===== src/hdl/vdc_defines.vh =====
// register map, field positions, reset values and timing counts of the digitizer control
// Contract
// charge pump code bits 4-2 pick eight currents, 50 uA up to 1500 uA
// vco band bits 6-5: 00/01 low, 10 mid, 11 high range
// host writes zero to reserved bits 7-5 and bit 0 of register 0x0d
// die revision bits 3-1 are read only; writes ignored
// port sample order: 0 even to A odd to B, 1 the reverse
// host writes 0x00 to the test register after power-up
// test register access gets no acknowledge from the device
// clamp source select picks internal pulse or external clamp pin
// source 0 uses internal pulse from hsync, 1 uses external pin
// internal pulse position from clamp delay, duration from clamp width
// pulse starts delay pixels after hsync trailing edge, lasts width pixels
// ext clamp polarity bit selects active level of external clamp pin
// polarity 0 means low active, 1 means high active
// external source with pin held inactive gives no clamp at all
// host should program clamp delay between 0x10 and 0x20
// 8-bit gain code maps monotonically 500 mV to 1000 mV full scale
// 6-bit offset code shifts output by 31 minus code
// 5-bit phase code delays sample clock in 32 steps of 11.25 degrees
// inputs sampled on rising sample clock after selected pixel clock plus phase
// data and both strobes delayed together with the sample clock
// sample appears on data outputs five clocks after it is taken; code takes five clocks, more when the sink stalls
// host keeps pll setup bit 7 and bits 1-0 at zero
// byte registers; new values take effect only at a line boundary; code applies pll setup 0x0c at once, not at the line boundary
`ifndef VDC_DEFINES_VH
`define VDC_DEFINES_VH
`define VDC_ADDR_CLAMP_DELAY 8'h08
`define VDC_ADDR_CLAMP_WIDTH 8'h09
`define VDC_ADDR_CONFIG1 8'h0a
`define VDC_ADDR_PHASE 8'h0b
`define VDC_ADDR_PLL_SETUP 8'h0c
`define VDC_ADDR_STEERING 8'h0d
`define VDC_ADDR_TEST 8'h0f
`define VDC_RST_CLAMP_DELAY 8'h80
`define VDC_RST_CLAMP_WIDTH 8'h80
`define VDC_RST_CONFIG1 8'hf4
`define VDC_RST_PHASE 8'h80
`define VDC_RST_PLL_SETUP 8'h24
`define VDC_RST_STEERING 8'h00
`define VDC_RST_TEST 8'h00
`define VDC_PUMP_HI 4
`define VDC_PUMP_LO 2
`define VDC_VCO_HI 6
`define VDC_VCO_LO 5
`define VDC_REV_HI 3
`define VDC_REV_LO 1
`define VDC_ORDER_BIT 4
`define VDC_CLAMP_POL_BIT 2
`define VDC_CLAMP_SRC_BIT 3
`define VDC_DUAL_BIT 7
`define VDC_PHASE_HI 7
`define VDC_PHASE_LO 3
`define VDC_OFS_HI 7
`define VDC_OFS_LO 2
`define VDC_OFS_MID 7'h1f
`define VDC_LATENCY 5
`define VDC_PHASE_STEPS 32
`endif


===== src/hdl/vdc_fifo.v =====
// parameterised valid/ready fifo for converted samples
`timescale 1ns/100ps
module vdc_fifo #(
    parameter WIDTH = 24,
    parameter DEPTH = 8,
    parameter AW = 3
) (
    input wire ref_clk,
    input wire sys_rst,
    input wire in_valid,
    output wire in_ready,
    input wire [WIDTH-1:0] in_data,
    output wire out_valid,
    input wire out_ready,
    output wire [WIDTH-1:0] out_data
);
    reg [WIDTH-1:0] mem_q [0:DEPTH-1];
    reg [AW-1:0] wr_q;
    reg [AW-1:0] rd_q;
    reg [AW:0] cnt_q;
    wire push;
    wire pop;
    assign in_ready = (cnt_q != DEPTH[AW:0]);
    assign out_valid = (cnt_q != {(AW+1){1'b0}});
    assign out_data = mem_q[rd_q];
    assign push = in_valid & in_ready;
    assign pop = out_valid & out_ready;
    always @(posedge ref_clk) begin
        if (push) begin
            mem_q[wr_q] <= in_data;
        end
    end
    always @(posedge ref_clk) begin
        if (sys_rst) begin
            wr_q <= {AW{1'b0}};
            rd_q <= {AW{1'b0}};
            cnt_q <= {(AW+1){1'b0}};
        end else begin
            if (push) begin
                wr_q <= (wr_q == DEPTH[AW-1:0] - 1'b1) ? {AW{1'b0}} : wr_q + 1'b1;
            end
            if (pop) begin
                rd_q <= (rd_q == DEPTH[AW-1:0] - 1'b1) ? {AW{1'b0}} : rd_q + 1'b1;
            end
            if (push && !pop) begin
                cnt_q <= cnt_q + 1'b1;
            end else if (pop && !push) begin
                cnt_q <= cnt_q - 1'b1;
            end
        end
    end
endmodule // vdc_fifo


===== src/hdl/vdc_control.v =====
// digitizer control: register file, clamp timing, phase step, offset, port steering
`timescale 1ns/100ps
`include "vdc_defines.vh"
module vdc_control #(
    parameter REVISION = 3'h1, // arbitrary die revision value
    parameter FIFO_DEPTH = 8
) (
    input wire ref_clk,
    input wire sys_rst,
    input wire reg_wr,
    input wire reg_rd,
    input wire [7:0] reg_addr,
    input wire [7:0] reg_wdata,
    output reg [7:0] reg_rdata,
    output reg reg_ack,
    input wire hsync_input,
    input wire ext_clamp_pin,
    input wire [7:0] red_sample,
    input wire [7:0] green_sample,
    input wire [7:0] blue_sample,
    input wire [7:0] red_gain_code,
    input wire [7:0] green_gain_code,
    input wire [7:0] blue_gain_code,
    input wire [5:0] red_offset_code,
    input wire [5:0] green_offset_code,
    input wire [5:0] blue_offset_code,
    output reg clamp_active,
    output reg internal_clamp_pulse,
    output reg [2:0] charge_pump_code,
    output reg [10:0] charge_pump_ua,
    output reg [1:0] vco_band,
    output reg [7:0] vco_max_mhz,
    output reg [4:0] phase_code,
    output reg [8:0] phase_deg_x4,
    output reg [9:0] red_range_mv,
    output reg [9:0] green_range_mv,
    output reg [9:0] blue_range_mv,
    output reg [23:0] port_a_data,
    output reg [23:0] port_b_data,
    output reg data_out_strobe,
    output reg data_out_strobe_n,
    input wire sink_ready
);
    // host-side byte registers
    reg [7:0] clamp_delay_q;
    reg [7:0] clamp_width_q;
    reg [7:0] config1_q;
    reg [7:0] phase_q;
    reg [7:0] pll_setup_q;
    reg [7:0] steering_q;
    reg [7:0] test_q;
    // line-safe shadows
    reg [7:0] clamp_delay_s_q;
    reg [7:0] clamp_width_s_q;
    reg [7:0] config1_s_q;
    reg [7:0] steering_s_q;
    reg [4:0] phase_s_q;
    // input synchronisers
    reg hs_m_q;
    reg hs_q;
    reg hs_d1_q;
    reg cl_m_q;
    reg cl_q;
    // clamp state
    reg [1:0] cst_q;
    reg [7:0] ccnt_q;
    // sample path
    reg [4:0] phase_cnt_q;
    reg [23:0] pipe_q [0:`VDC_LATENCY-2];
    reg [`VDC_LATENCY-2:0] pv_q;
    reg odd_q;
    localparam CL_IDLE = 2'b00;
    localparam CL_DELAY = 2'b01;
    localparam CL_PULSE = 2'b10;
    localparam [7:0] PHASE_RST = `VDC_RST_PHASE;
    wire hs_lead;
    wire hs_trail;
    wire samp_en;
    wire [23:0] raw;
    wire [23:0] adj;
    wire fifo_valid;
    wire [23:0] fifo_data;
    wire fifo_pop;
    wire ext_active;
    integer i;

    assign hs_lead = hs_q & ~hs_d1_q;
    assign hs_trail = ~hs_q & hs_d1_q;
    assign raw = {red_sample, green_sample, blue_sample};

    // register writes; test register and reserved bits kept as written
    always @(posedge ref_clk) begin
        if (sys_rst) begin
            clamp_delay_q <= `VDC_RST_CLAMP_DELAY;
            clamp_width_q <= `VDC_RST_CLAMP_WIDTH;
            config1_q <= `VDC_RST_CONFIG1;
            phase_q <= `VDC_RST_PHASE;
            pll_setup_q <= `VDC_RST_PLL_SETUP;
            steering_q <= `VDC_RST_STEERING;
            test_q <= `VDC_RST_TEST;
        end else if (reg_wr) begin
            case (reg_addr)
                `VDC_ADDR_CLAMP_DELAY: clamp_delay_q <= reg_wdata;
                `VDC_ADDR_CLAMP_WIDTH: clamp_width_q <= reg_wdata;
                `VDC_ADDR_CONFIG1: config1_q <= reg_wdata;
                `VDC_ADDR_PHASE: phase_q <= reg_wdata;
                `VDC_ADDR_PLL_SETUP: pll_setup_q <= reg_wdata;
                `VDC_ADDR_STEERING: steering_q <= reg_wdata;
                `VDC_ADDR_TEST: test_q <= reg_wdata;
                default: test_q <= test_q;
            endcase
        end
    end

    // read data and acknowledge; test register never acknowledges
    always @(posedge ref_clk) begin
        if (sys_rst) begin
            reg_rdata <= 8'h00;
            reg_ack <= 1'b0;
        end else begin
            reg_ack <= (reg_wr | reg_rd) && (reg_addr != `VDC_ADDR_TEST);
            case (reg_addr)
                `VDC_ADDR_CLAMP_DELAY: reg_rdata <= clamp_delay_q;
                `VDC_ADDR_CLAMP_WIDTH: reg_rdata <= clamp_width_q;
                `VDC_ADDR_CONFIG1: reg_rdata <= config1_q;
                `VDC_ADDR_PHASE: reg_rdata <= phase_q;
                `VDC_ADDR_PLL_SETUP: reg_rdata <= pll_setup_q;
                `VDC_ADDR_STEERING: reg_rdata <= {steering_q[7:4], REVISION, steering_q[0]};
                `VDC_ADDR_TEST: reg_rdata <= test_q;
                default: reg_rdata <= 8'h00;
            endcase
        end
    end

    // sync pins, two flops each
    always @(posedge ref_clk) begin
        if (sys_rst) begin
            hs_m_q <= 1'b0;
            hs_q <= 1'b0;
            hs_d1_q <= 1'b0;
            cl_m_q <= 1'b0;
            cl_q <= 1'b0;
        end else begin
            hs_m_q <= hsync_input;
            hs_q <= hs_m_q;
            hs_d1_q <= hs_q;
            cl_m_q <= ext_clamp_pin;
            cl_q <= cl_m_q;
        end
    end

    // shadow copy at each line start
    always @(posedge ref_clk) begin
        if (sys_rst) begin
            clamp_delay_s_q <= `VDC_RST_CLAMP_DELAY;
            clamp_width_s_q <= `VDC_RST_CLAMP_WIDTH;
            config1_s_q <= `VDC_RST_CONFIG1;
            steering_s_q <= `VDC_RST_STEERING;
            phase_s_q <= PHASE_RST[`VDC_PHASE_HI:`VDC_PHASE_LO];
        end else if (hs_lead) begin
            clamp_delay_s_q <= clamp_delay_q;
            clamp_width_s_q <= clamp_width_q;
            config1_s_q <= config1_q;
            steering_s_q <= steering_q;
            phase_s_q <= phase_q[`VDC_PHASE_HI:`VDC_PHASE_LO];
        end
    end

    // internal clamp: delay after hsync trailing edge, then width pixels
    always @(posedge ref_clk) begin
        if (sys_rst) begin
            cst_q <= CL_IDLE;
            ccnt_q <= 8'h00;
            internal_clamp_pulse <= 1'b0;
        end else begin
            case (cst_q)
                CL_IDLE: begin
                    internal_clamp_pulse <= 1'b0;
                    if (hs_trail) begin
                        ccnt_q <= clamp_delay_s_q;
                        cst_q <= CL_DELAY;
                    end
                end
                CL_DELAY: begin
                    if (ccnt_q == 8'h00) begin
                        ccnt_q <= clamp_width_s_q;
                        internal_clamp_pulse <= (clamp_width_s_q != 8'h00);
                        cst_q <= (clamp_width_s_q != 8'h00) ? CL_PULSE : CL_IDLE;
                    end else begin
                        ccnt_q <= ccnt_q - 8'h01;
                    end
                end
                CL_PULSE: begin
                    if (ccnt_q == 8'h01) begin
                        internal_clamp_pulse <= 1'b0;
                        cst_q <= CL_IDLE;
                    end else begin
                        ccnt_q <= ccnt_q - 8'h01;
                    end
                end
                default: begin
                    cst_q <= CL_IDLE;
                    internal_clamp_pulse <= 1'b0;
                end
            endcase
        end
    end

    // external pin honours polarity; inactive pin gives no clamp
    assign ext_active = config1_s_q[`VDC_CLAMP_POL_BIT] ? cl_q : ~cl_q;
    always @(posedge ref_clk) begin
        if (sys_rst) begin
            clamp_active <= 1'b0;
        end else begin
            clamp_active <= config1_s_q[`VDC_CLAMP_SRC_BIT] ? ext_active : internal_clamp_pulse;
        end
    end

    // pll setup decode
    always @(posedge ref_clk) begin
        if (sys_rst) begin
            charge_pump_code <= 3'h0;
            charge_pump_ua <= 11'h000;
            vco_band <= 2'h0;
            vco_max_mhz <= 8'h00;
        end else begin
            charge_pump_code <= pll_setup_q[`VDC_PUMP_HI:`VDC_PUMP_LO];
            case (pll_setup_q[`VDC_PUMP_HI:`VDC_PUMP_LO])
                3'h0: charge_pump_ua <= 11'd50;
                3'h1: charge_pump_ua <= 11'd100;
                3'h2: charge_pump_ua <= 11'd150;
                3'h3: charge_pump_ua <= 11'd250;
                3'h4: charge_pump_ua <= 11'd350;
                3'h5: charge_pump_ua <= 11'd500;
                3'h6: charge_pump_ua <= 11'd750;
                default: charge_pump_ua <= 11'd1500;
            endcase
            vco_band <= pll_setup_q[`VDC_VCO_HI:`VDC_VCO_LO];
            case (pll_setup_q[`VDC_VCO_HI:`VDC_VCO_LO])
                2'h2: vco_max_mhz <= 8'd120;
                2'h3: vco_max_mhz <= 8'd175;
                default: vco_max_mhz <= 8'd90;
            endcase
        end
    end

    // gain range 500 + code*500/255 mv; product needs 17 bits
    function [9:0] vdc_range;
        input [7:0] g;
        reg [16:0] p;
        begin
            p = ({9'h000, g} * 17'd500) / 17'd255;
            vdc_range = 10'd500 + p[9:0];
        end
    endfunction

    // gain ranges, and phase in 0.75 degree units
    always @(posedge ref_clk) begin
        if (sys_rst) begin
            red_range_mv <= 10'd500;
            green_range_mv <= 10'd500;
            blue_range_mv <= 10'd500;
            phase_code <= 5'h00;
            phase_deg_x4 <= 9'h000;
        end else begin
            red_range_mv <= vdc_range(red_gain_code);
            green_range_mv <= vdc_range(green_gain_code);
            blue_range_mv <= vdc_range(blue_gain_code);
            phase_code <= phase_s_q;
            phase_deg_x4 <= {phase_s_q, 4'h0} - {4'h0, phase_s_q};
        end
    end

    // sample enable after phase steps from line start
    assign samp_en = (phase_cnt_q == phase_s_q);
    always @(posedge ref_clk) begin
        if (sys_rst || hs_lead) begin
            phase_cnt_q <= 5'h00;
        end else if (!samp_en) begin
            phase_cnt_q <= phase_cnt_q + 5'h01;
        end
    end

    // offset: add 31 minus code, saturating
    function [7:0] vdc_ofs;
        input [7:0] s;
        input [5:0] c;
        reg signed [9:0] t;
        begin
            t = $signed({2'b00, s}) + $signed({3'b000, `VDC_OFS_MID}) - $signed({4'b0000, c});
            if (t < 0) begin
                vdc_ofs = 8'h00;
            end else if (t > 255) begin
                vdc_ofs = 8'hff;
            end else begin
                vdc_ofs = t[7:0];
            end
        end
    endfunction
    assign adj = {vdc_ofs(raw[23:16], red_offset_code), vdc_ofs(raw[15:8], green_offset_code),
        vdc_ofs(raw[7:0], blue_offset_code)};

    // pipeline plus fifo and port stage give the total latency
    always @(posedge ref_clk) begin
        if (sys_rst) begin
            pv_q <= {(`VDC_LATENCY-1){1'b0}};
        end else begin
            pv_q <= {pv_q[`VDC_LATENCY-3:0], samp_en};
        end
        pipe_q[0] <= adj;
        for (i = 1; i < `VDC_LATENCY - 1; i = i + 1) begin
            pipe_q[i] <= pipe_q[i-1];
        end
    end

    vdc_fifo #(
        .WIDTH(24),
        .DEPTH(FIFO_DEPTH),
        .AW(3)
    ) u_fifo (
        .ref_clk(ref_clk),
        .sys_rst(sys_rst),
        .in_valid(pv_q[`VDC_LATENCY-2]),
        .in_ready(),
        .in_data(pipe_q[`VDC_LATENCY-2]),
        .out_valid(fifo_valid),
        .out_ready(sink_ready),
        .out_data(fifo_data)
    );
    assign fifo_pop = fifo_valid & sink_ready;

    // port steering and strobes move together with data
    always @(posedge ref_clk) begin
        if (sys_rst) begin
            port_a_data <= 24'h00_0000;
            port_b_data <= 24'h00_0000;
            data_out_strobe <= 1'b0;
            data_out_strobe_n <= 1'b1;
            odd_q <= 1'b1;
        end else begin
            data_out_strobe <= fifo_pop;
            data_out_strobe_n <= ~fifo_pop;
            if (hs_lead) begin
                odd_q <= 1'b1;
            end else if (fifo_pop) begin
                odd_q <= ~odd_q;
            end
            if (fifo_pop) begin
                if (!config1_s_q[`VDC_DUAL_BIT]) begin
                    port_a_data <= fifo_data;
                end else if (odd_q ^ ~steering_s_q[`VDC_ORDER_BIT]) begin
                    port_a_data <= fifo_data;
                end else begin
                    port_b_data <= fifo_data;
                end
            end
        end
    end
endmodule // vdc_control


===== config.mk =====
export PLATFORM = sky130hd
export DESIGN_NAME = vdc_control
export DESIGN_NICKNAME = d
export VERILOG_FILES = /design/src/hdl/vdc_fifo.v /design/src/hdl/vdc_control.v
export VERILOG_INCLUDE_DIRS = /design/src /design/src/hdl
export SDC_FILE = /design/constraint.sdc
export NUM_CORES = 1
export LEC_CHECK = 0
export BUFFER_PORTS_ARGS = -buffer_cell sky130_fd_sc_hd__buf_2
export CAP_MARGIN = 20
export CORE_MARGIN = 5
export CORE_UTILIZATION = 60
export DETAILED_ROUTE_END_ITERATION = 16
export GPL_TIMING_DRIVEN = 0
export PLACE_DENSITY = 0.79
export SYNTH_ARGS = -nofsm -noshare
export SYNTH_HDL_FRONTEND = slang
export SYNTH_SLANG_ARGS = --single-unit

===== constraint.sdc =====
create_clock -name ref_clk -period 13.9 [get_ports ref_clk]
set_input_delay 2.085 -clock ref_clk [delete_from_list [all_inputs] [get_ports ref_clk]]
set_output_delay 2.085 -clock ref_clk [all_outputs]
set_load 0.05 [all_outputs]

Word level (Yosys, flattened, before mapping)

Memory sizes are Yosys's and may differ from the RTL's. A register that Yosys moved wholly into a read port is not among the register bits.
Index checks and enable logic that the tools add are counted.

Add/subtract/negate cells: 16
$mul: 3
Divide/modulo/power cells: 3
Magnitude comparators: 6
Equality and inequality tests: 28
Mux-type cells: 33
Bitwise logic cells: 13
Reduce and logical (&&, ||, !) cells: 26

Operators with widths:

| operator                                                        | number |
|---|---|
| case mux 11 bit (7 select lines)                                | 1 |
| 2-to-1 mux 8 bit                                                | 9 |
| equality test 8 x 4 -> 1 bit (second input constant)            | 7 |
| case mux 8 bit (7 select lines)                                 | 1 |
| divider 17 x 8 -> 17 bit (second input constant)                | 3 |
| 2-to-1 mux 24 bit                                               | 2 |
| multiplier 8 x 7 -> 15 bit (second input constant)              | 3 |
| adder 9 x 10 -> 10 bit (first input constant)                   | 3 |
| greater-than comparator 10 x 9 -> 1 bit (second input constant) | 3 |
| < comparator 10 x 1 -> 1 bit (second input constant)            | 3 |
| subtractor 9 x 6 -> 10 bit                                      | 3 |
| adder 8 x 5 -> 9 bit (second input constant)                    | 3 |
| case mux 8 bit (3 select lines)                                 | 1 |
| AND reduction 2 bit                                             | 9 |
| case mux 8 bit (2 select lines)                                 | 1 |
| equality test 3 bit (second input constant)                     | 5 |
| 2-to-1 mux 3 bit                                                | 4 |
| AND reduction 3 bit                                             | 3 |
| subtractor 9 x 5 -> 9 bit                                       | 1 |
| equality test 8 x 1 -> 1 bit (second input constant)            | 1 |
| zero test 8 bit                                                 | 1 |
| 2-to-1 mux 2 bit                                                | 4 |
| 2-to-1 mux 4 bit                                                | 2 |
| != test 2 bit (second input constant)                           | 4 |
| 30 further kinds                                                | 51 |

Register bits: 254
Memory bits (writable): 288
Output and inout port bits: 129
Logic and storage cells: 172
Memories kept: 2

Memories:

| memory       | words | bits a word | read ports | clocked after Yosys merged registers in | write ports | line             | RTL |
|---|---|---|---|---|---|---|---|
| u_fifo.mem_q | 8     | 24          | 1          | 1                                       | 1           | vdc_fifo.v:17    | `reg [WIDTH-1:0] mem_q [0:DEPTH-1];` |
| pipe_q       | 4     | 24          | 4          | 0                                       | 4           | vdc_control.v:69 | `` reg [23:0] pipe_q [0:`VDC_LATENCY-2]; `` |

Longest topological paths before layout

Depth after elaboration: 6
Depth in mapped cells: 38

Modules after synthesis

A second synthesis with hierarchy kept.

Cells, all modules: 2,984
Area, all modules: 30,236.5 sq um

Modules (own cells, without submodules):

| module      | times used | cells an instance | area an instance (sq um) | sequential area each (sq um) |
|---|---|---|---|---|
| vdc_control | 1          | 2,632             | 22,326.4                 | 6,466.2 |
| vdc_fifo    | 1          | 352               | 7,910.1                  | 6,025.8 |

Worst setup path after synthesis

OpenSTA, ideal clock, no wires.

Kind: input port to flip-flop
Start: input red_gain_code[1]
End: register red_range_mv[0]
Setup time: 0.086 ns
Arrival time: 10.411 ns
Data required time: 13.814 ns
Path slack: 3.403 ns
Cell stages on the path: 33
Buffers on the path: 1
Path through: fa_1 > inv_1 > fa_1 > fa_1 > fa_1 > inv_1 > ha_1 > o21a_1 > o21ai_1 > and2_4 > or4_4 > a211oi_1 > nor2_1 > or3_4 > a21oi_1 > o22ai_2 > a31o_1 > a211o_4 > xnor2_4 > o31ai_4 > a2111oi_4 > a32oi_1 > or3_1 > buf_2 > or4_4 > o22a_4 > nor4_4 > nor2_1 > ha_1 > nor2b_1 > nor3_1 > a21oi_1 > a221oi_2

Longest elaborated chain between the ends: 3

Ends and longest elaborated chain:

| element                    | line              | RTL |
|---|---|---|
| start: declaration         | vdc_control.v:21  | `input wire [7:0] red_gain_code,` |
| multiplier 8 x 7 -> 15 bit | vdc_control.v:252 | `p = ({9'h000, g} * 17'd500) / 17'd255;` |
| divider 17 x 8 -> 17 bit   | vdc_control.v:252 |  |
| adder 9 x 10 -> 10 bit     | vdc_control.v:253 | `vdc_range = 10'd500 + p[9:0];` |
| end signal: assignment     | vdc_control.v:266 | `red_range_mv <= vdc_range(red_gain_code);` |
| end: declaration           | vdc_control.v:35  | `output reg [9:0] red_range_mv,` |

Every way passes these cells.
A chain may end at the register's enable or synchronous reset.

Worst setup path after layout

Start: input green_gain_code[0]
End: register green_range_mv[8]

Longest elaborated chain between the ends: 3

Ends and longest elaborated chain:

| element                    | line              | RTL |
|---|---|---|
| start: declaration         | vdc_control.v:22  | `input wire [7:0] green_gain_code,` |
| multiplier 8 x 7 -> 15 bit | vdc_control.v:252 |  |
| divider 17 x 8 -> 17 bit   | vdc_control.v:252 |  |
| adder 9 x 10 -> 10 bit     | vdc_control.v:253 |  |
| end signal: assignment     | vdc_control.v:267 | `green_range_mv <= vdc_range(green_gain_code);` |
| end: declaration           | vdc_control.v:36  | `output reg [9:0] green_range_mv,` |

Every way passes these cells.

==> results.txt <==
The flow ran to the end, and the final reports show no timing, DRC or antenna violations. The accumulated negative setup slack came out at 0 ns. The worst-margin pin slew came out at 1.119 ns.

The final RePlAce weighted congestion came out at 0.9212. The net total in the final layout came out at 3569. STA classifies the critical path startpoint as an input pin. The deepest level of the CTS H-tree came out at 2. After clock tree synthesis, the flow added hold-fix buffers numbering 0. The detailed-routing iteration count for the pre-antenna-repair pass came out at 8.

Setup repair after global routing left no endpoint under its margin. Setup violations remaining at the end of the flow were counted as 0. For flop-to-flop paths, the worst setup slack is 10.67 ns.

The area growth from synthesis to layout is 12.75%. The clock arrives with 0.02880 ns of skew. The worst path uses 81.10% of the clock period.

The clock edge transition at the registers on the reported setup and hold paths is 0.06 ns. The critical-path cell with the highest stage delay is sky130_fd_sc_hd__fa_1. The TritonCTS sink count came out at 528. The number of clock buffers added by TritonCTS is 50. The number of antenna violations at the first check in global routing is 0. The tool flagged a number of max-cap violations equal to 0.

The total wire length came out at 77.14 mm. The count of nets left with antenna violations once routing finished came out at 0. In this run the tightest slew margin relative to its limit is 25.40%.

The routed layout has 24060 vias. The top cell type by total area after synthesis is sky130_fd_sc_hd__dfxtp_1. The number of nets in the synthesized netlist is 3296. The worst setup path is of the in -> reg kind. The total area of multi-input combinational cells came out at 16660 um^2. The endpoint of the worst-slack reg-to-reg timing path is port_b_data[19]. For the worst setup path, the data required time is 14.37 ns. The count of state elements after synthesis is 528. The CTS tree is done. The die is 234.8 um wide. The detailed router finished its first iteration with 2205 violations. The wire length of the first global-routing pass came out at 125.0 mm. The clock latency on the worst-skew pair is 0.62 ns. The share of the synthesized area in the top cell type came out at 22.18%.

The number of top-level pins came out at 218. Counting instances, the worst hold path has a depth of 0. The kind of cell with the highest combined delay along the critical path is compound AO/OA/AOI/OAI gates. The number of pins with negative max-slew slack in the final report came out at 0. Buffers added to address setup during post-CTS repair amount to 0. The arrival time reported for the critical path endpoint is 11.74 ns. The final count of hold timing violations came out at 0.

The per-instance average area after synthesis is 10.27 um^2. Entering global routing, the biggest net connects 25 pins. Summed over all layers, the global routing overflow is 0. The area of the mapped netlist is 30330 um^2. The number of global-route vias before repair is 23880.

The most used flip-flop cell after synthesis is sky130_fd_sc_hd__dfxtp_1. STA classifies the critical path endpoint as a flop. The number of cells on the worst reg-to-reg path is 5. The highest net fanout along the worst path is 8. Port buffering added 214 buffers. The floorplan core area came out at 50070 um^2.

The proportion of layout cells with a drive suffix above 1 came out at 16.07%. In this run the most critical hold path is launched from pipe_q[0][1]. The time the final worst path needs with I/O delays and setup is 11.27 ns. The average via count per standard cell is 6.108. The number of filler instances in the final layout came out at 3731. The worst path buffer plus inverter count came out at 6. The half-perimeter wire length of the detailed placement result came out at 57.16 mm. Gates resized during post-CTS repair numbered 0.

The combined flip-flop and latch cell area is 12490 um^2. The achievable frequency is 0.08871 GHz. After synthesis, the share of flip-flops with an asynchronous set or reset is 0%.

The number of flops mapped to enable cells by yosys came out at 192. The longest individual stage delay on the worst path is 0.64 ns. The sequential element share of the synthesized area is 41.18%. The netlist uses 130 different library cells. The die height came out at 234.8 um. The tightest min-delay check is of the reg -> reg type. The count of mapped cells out of synthesis is 2953. The wire length per cell after detailed routing came out at 19.58 um. The DRC violation count after routing is 0.

The global-route usage over all layers came out at 27.05%. The initial core utilization is 60.58%. For hold timing, the worst endpoint is pipe_q[1][1]. The number of placement rows is 82.

The number of warning messages in the yosys log is 0. The antenna diode count came out at 0. The root buffer cell chosen for the clock tree is sky130_fd_sc_hd__clkbuf_16. The worst-case clock buffer depth is 3. By area the synthesized netlist is led by sky130_fd_sc_hd__dfxtp_1 22%, sky130_fd_sc_hd__edfxtp_1 19%, sky130_fd_sc_hd__ha_1 7.7%. The die covers 55150 um^2.
logic make-up (layout without fill, tap and decap cells):
logic type / Yosys count / after routing / synth area share, %
muxes: 169 / 169 / 7.788
buffers and inverters: 316 / 630 / 4.113
other: 1 / 1 / 0.01236
and+or+nand+nor: 900 / 900 / 15.20
DFF: 528 / 528 / 41.18
adders and majority gates: 255 / 255 / 12.17
AOI/OAI and AO/OA: 679 / 679 / 16.26
xor gates and xnor gates: 105 / 105 / 3.271
synth_stat cells, types with 18 or more instances:
cell type	number
sky130_fd_sc_hd__dfxtp_1	336
sky130_fd_sc_hd__nor2_1	268
sky130_fd_sc_hd__inv_1	201
sky130_fd_sc_hd__nand2_1	197
sky130_fd_sc_hd__edfxtp_1	192
sky130_fd_sc_hd__ha_1	187
sky130_fd_sc_hd__a21oi_1	160
sky130_fd_sc_hd__mux2i_1	110
sky130_fd_sc_hd__a211oi_1	87
sky130_fd_sc_hd__clkbuf_1	77
sky130_fd_sc_hd__nor3_1	74
sky130_fd_sc_hd__nand3_1	71
sky130_fd_sc_hd__fa_1	67
sky130_fd_sc_hd__o21ai_0	63
sky130_fd_sc_hd__xnor2_1	54
sky130_fd_sc_hd__mux4_2	53
sky130_fd_sc_hd__a21o_1	52
sky130_fd_sc_hd__xor2_1	46
sky130_fd_sc_hd__a31oi_1	37
sky130_fd_sc_hd__and3_1	33
sky130_fd_sc_hd__nor2b_1	32
sky130_fd_sc_hd__and2_1	27
sky130_fd_sc_hd__nand4_1	25
sky130_fd_sc_hd__nand2b_1	22
sky130_fd_sc_hd__o211ai_1	22
sky130_fd_sc_hd__o21ai_1	21
sky130_fd_sc_hd__or3_1	21
sky130_fd_sc_hd__o21a_1	19
sky130_fd_sc_hd__a22oi_1	18
metal layers:
layer  routed length (um)  share of wire [%]  GRT usage, %
met1                32530                 42         35.53
met2                37430                 49         46.42
met3                 4627                6.0         4.057
met4                 2557                3.3         8.724
met5                    0                  0             0
sequential cells by signal (all words and copies together), names as in the netlist, 8 cells and up, named ones only:
name and flops:
pipe_q 96, config1_q 8, pll_setup_q 8, reg_rdata 8
red_range_mv 10, clamp_width_q 8, phase_q 8, port_b_data 24
phase_deg_x4 8, green_range_mv 10, port_a_data 24, clamp_delay_s_q 8
ccnt_q 8, charge_pump_ua 10, clamp_width_s_q 8, test_q 8
blue_range_mv 10, clamp_delay_q 8, u_fifo.mem_q 192
worst max-delay path by stage:
stage / cells after the start / from / slack (ns) / to
global route: 36 / green_gain_code[0] / 1.89 / green_range_mv[8]
CTS: 36 / green_gain_code[0] / 2.78 / green_range_mv[8]
global placement: 35 / green_gain_code[0] / 2.26 / green_range_mv[8]
finish: 36 / green_gain_code[0] / 2.63 / green_range_mv[8]
detailed placement: 36 / green_gain_code[0] / 2.16 / green_range_mv[8]
floorplan: 33 / red_gain_code[1] / 3.40 / red_range_mv[0]
worst reg2reg max path, stage by stage, from the launching register on:
cell	delay (ns)
sky130_fd_sc_hd__dfxtp_1	0.40
sky130_fd_sc_hd__buf_1	0.73
sky130_fd_sc_hd__buf_1	0.73
sky130_fd_sc_hd__mux4_2	0.62
sky130_fd_sc_hd__mux2i_1	0.44
sky130_fd_sc_hd__a211oi_1	0.18
metrics by stage:
| step | instances | hold slack (ns) | worst slack (ns) | util, % | cell area [um^2] |
|---|---|---|---|---|---|
| 2_1_floorplan | 2953 | 0.3096 | 3.403 | - | 30330 |
| 3_3_place_gp | 3839 | 0.3102 | 2.255 | 64.40 | 32240 |
| 3_5_place_dp | 3845 | 0.3121 | 2.160 | 64.66 | 32370 |
| 4_1_cts | 3938 | 0.3255 | 2.779 | 68.28 | 34180 |
| 5_1_grt | 3939 | 0.3289 | 1.889 | 68.31 | 34200 |
| 6_report | 3939 | 0.3209 | 2.627 | 68.31 | 34200 |
cells in the final DEF, fill, tap and decap left out, types with 32 or more instances in the layout:
cell type	n
sky130_fd_sc_hd__dfxtp_1	336
sky130_fd_sc_hd__nor2_1	262
sky130_fd_sc_hd__buf_2	230
sky130_fd_sc_hd__inv_1	201
sky130_fd_sc_hd__nand2_1	197
sky130_fd_sc_hd__edfxtp_1	192
sky130_fd_sc_hd__ha_1	187
sky130_fd_sc_hd__a21oi_1	160
sky130_fd_sc_hd__mux2i_1	110
sky130_fd_sc_hd__a211oi_1	87
sky130_fd_sc_hd__clkbuf_1	82
sky130_fd_sc_hd__nor3_1	71
sky130_fd_sc_hd__nand3_1	71
sky130_fd_sc_hd__fa_1	67
sky130_fd_sc_hd__o21ai_0	63
sky130_fd_sc_hd__xnor2_1	54
sky130_fd_sc_hd__mux4_2	53
sky130_fd_sc_hd__a21o_1	52
sky130_fd_sc_hd__clkbuf_16	51
sky130_fd_sc_hd__xor2_1	46
sky130_fd_sc_hd__a31oi_1	37
sky130_fd_sc_hd__and3_1	33
sky130_fd_sc_hd__nor2b_1	32
area by class of cell:
cell class	count	share of cell area (%)
sequential	528	36.53
clock inverter	33	1.343
multi-input combinational	2109	48.71
buffer	114	1.431
inverter	202	2.217
clock buffer	60	3.948
tap	672	2.459
timing repair buffer	221	3.362
Power is left out: the tool's default activity adds up to more than one toggle a clock period on the data nets, which glitch-free logic cannot reach.
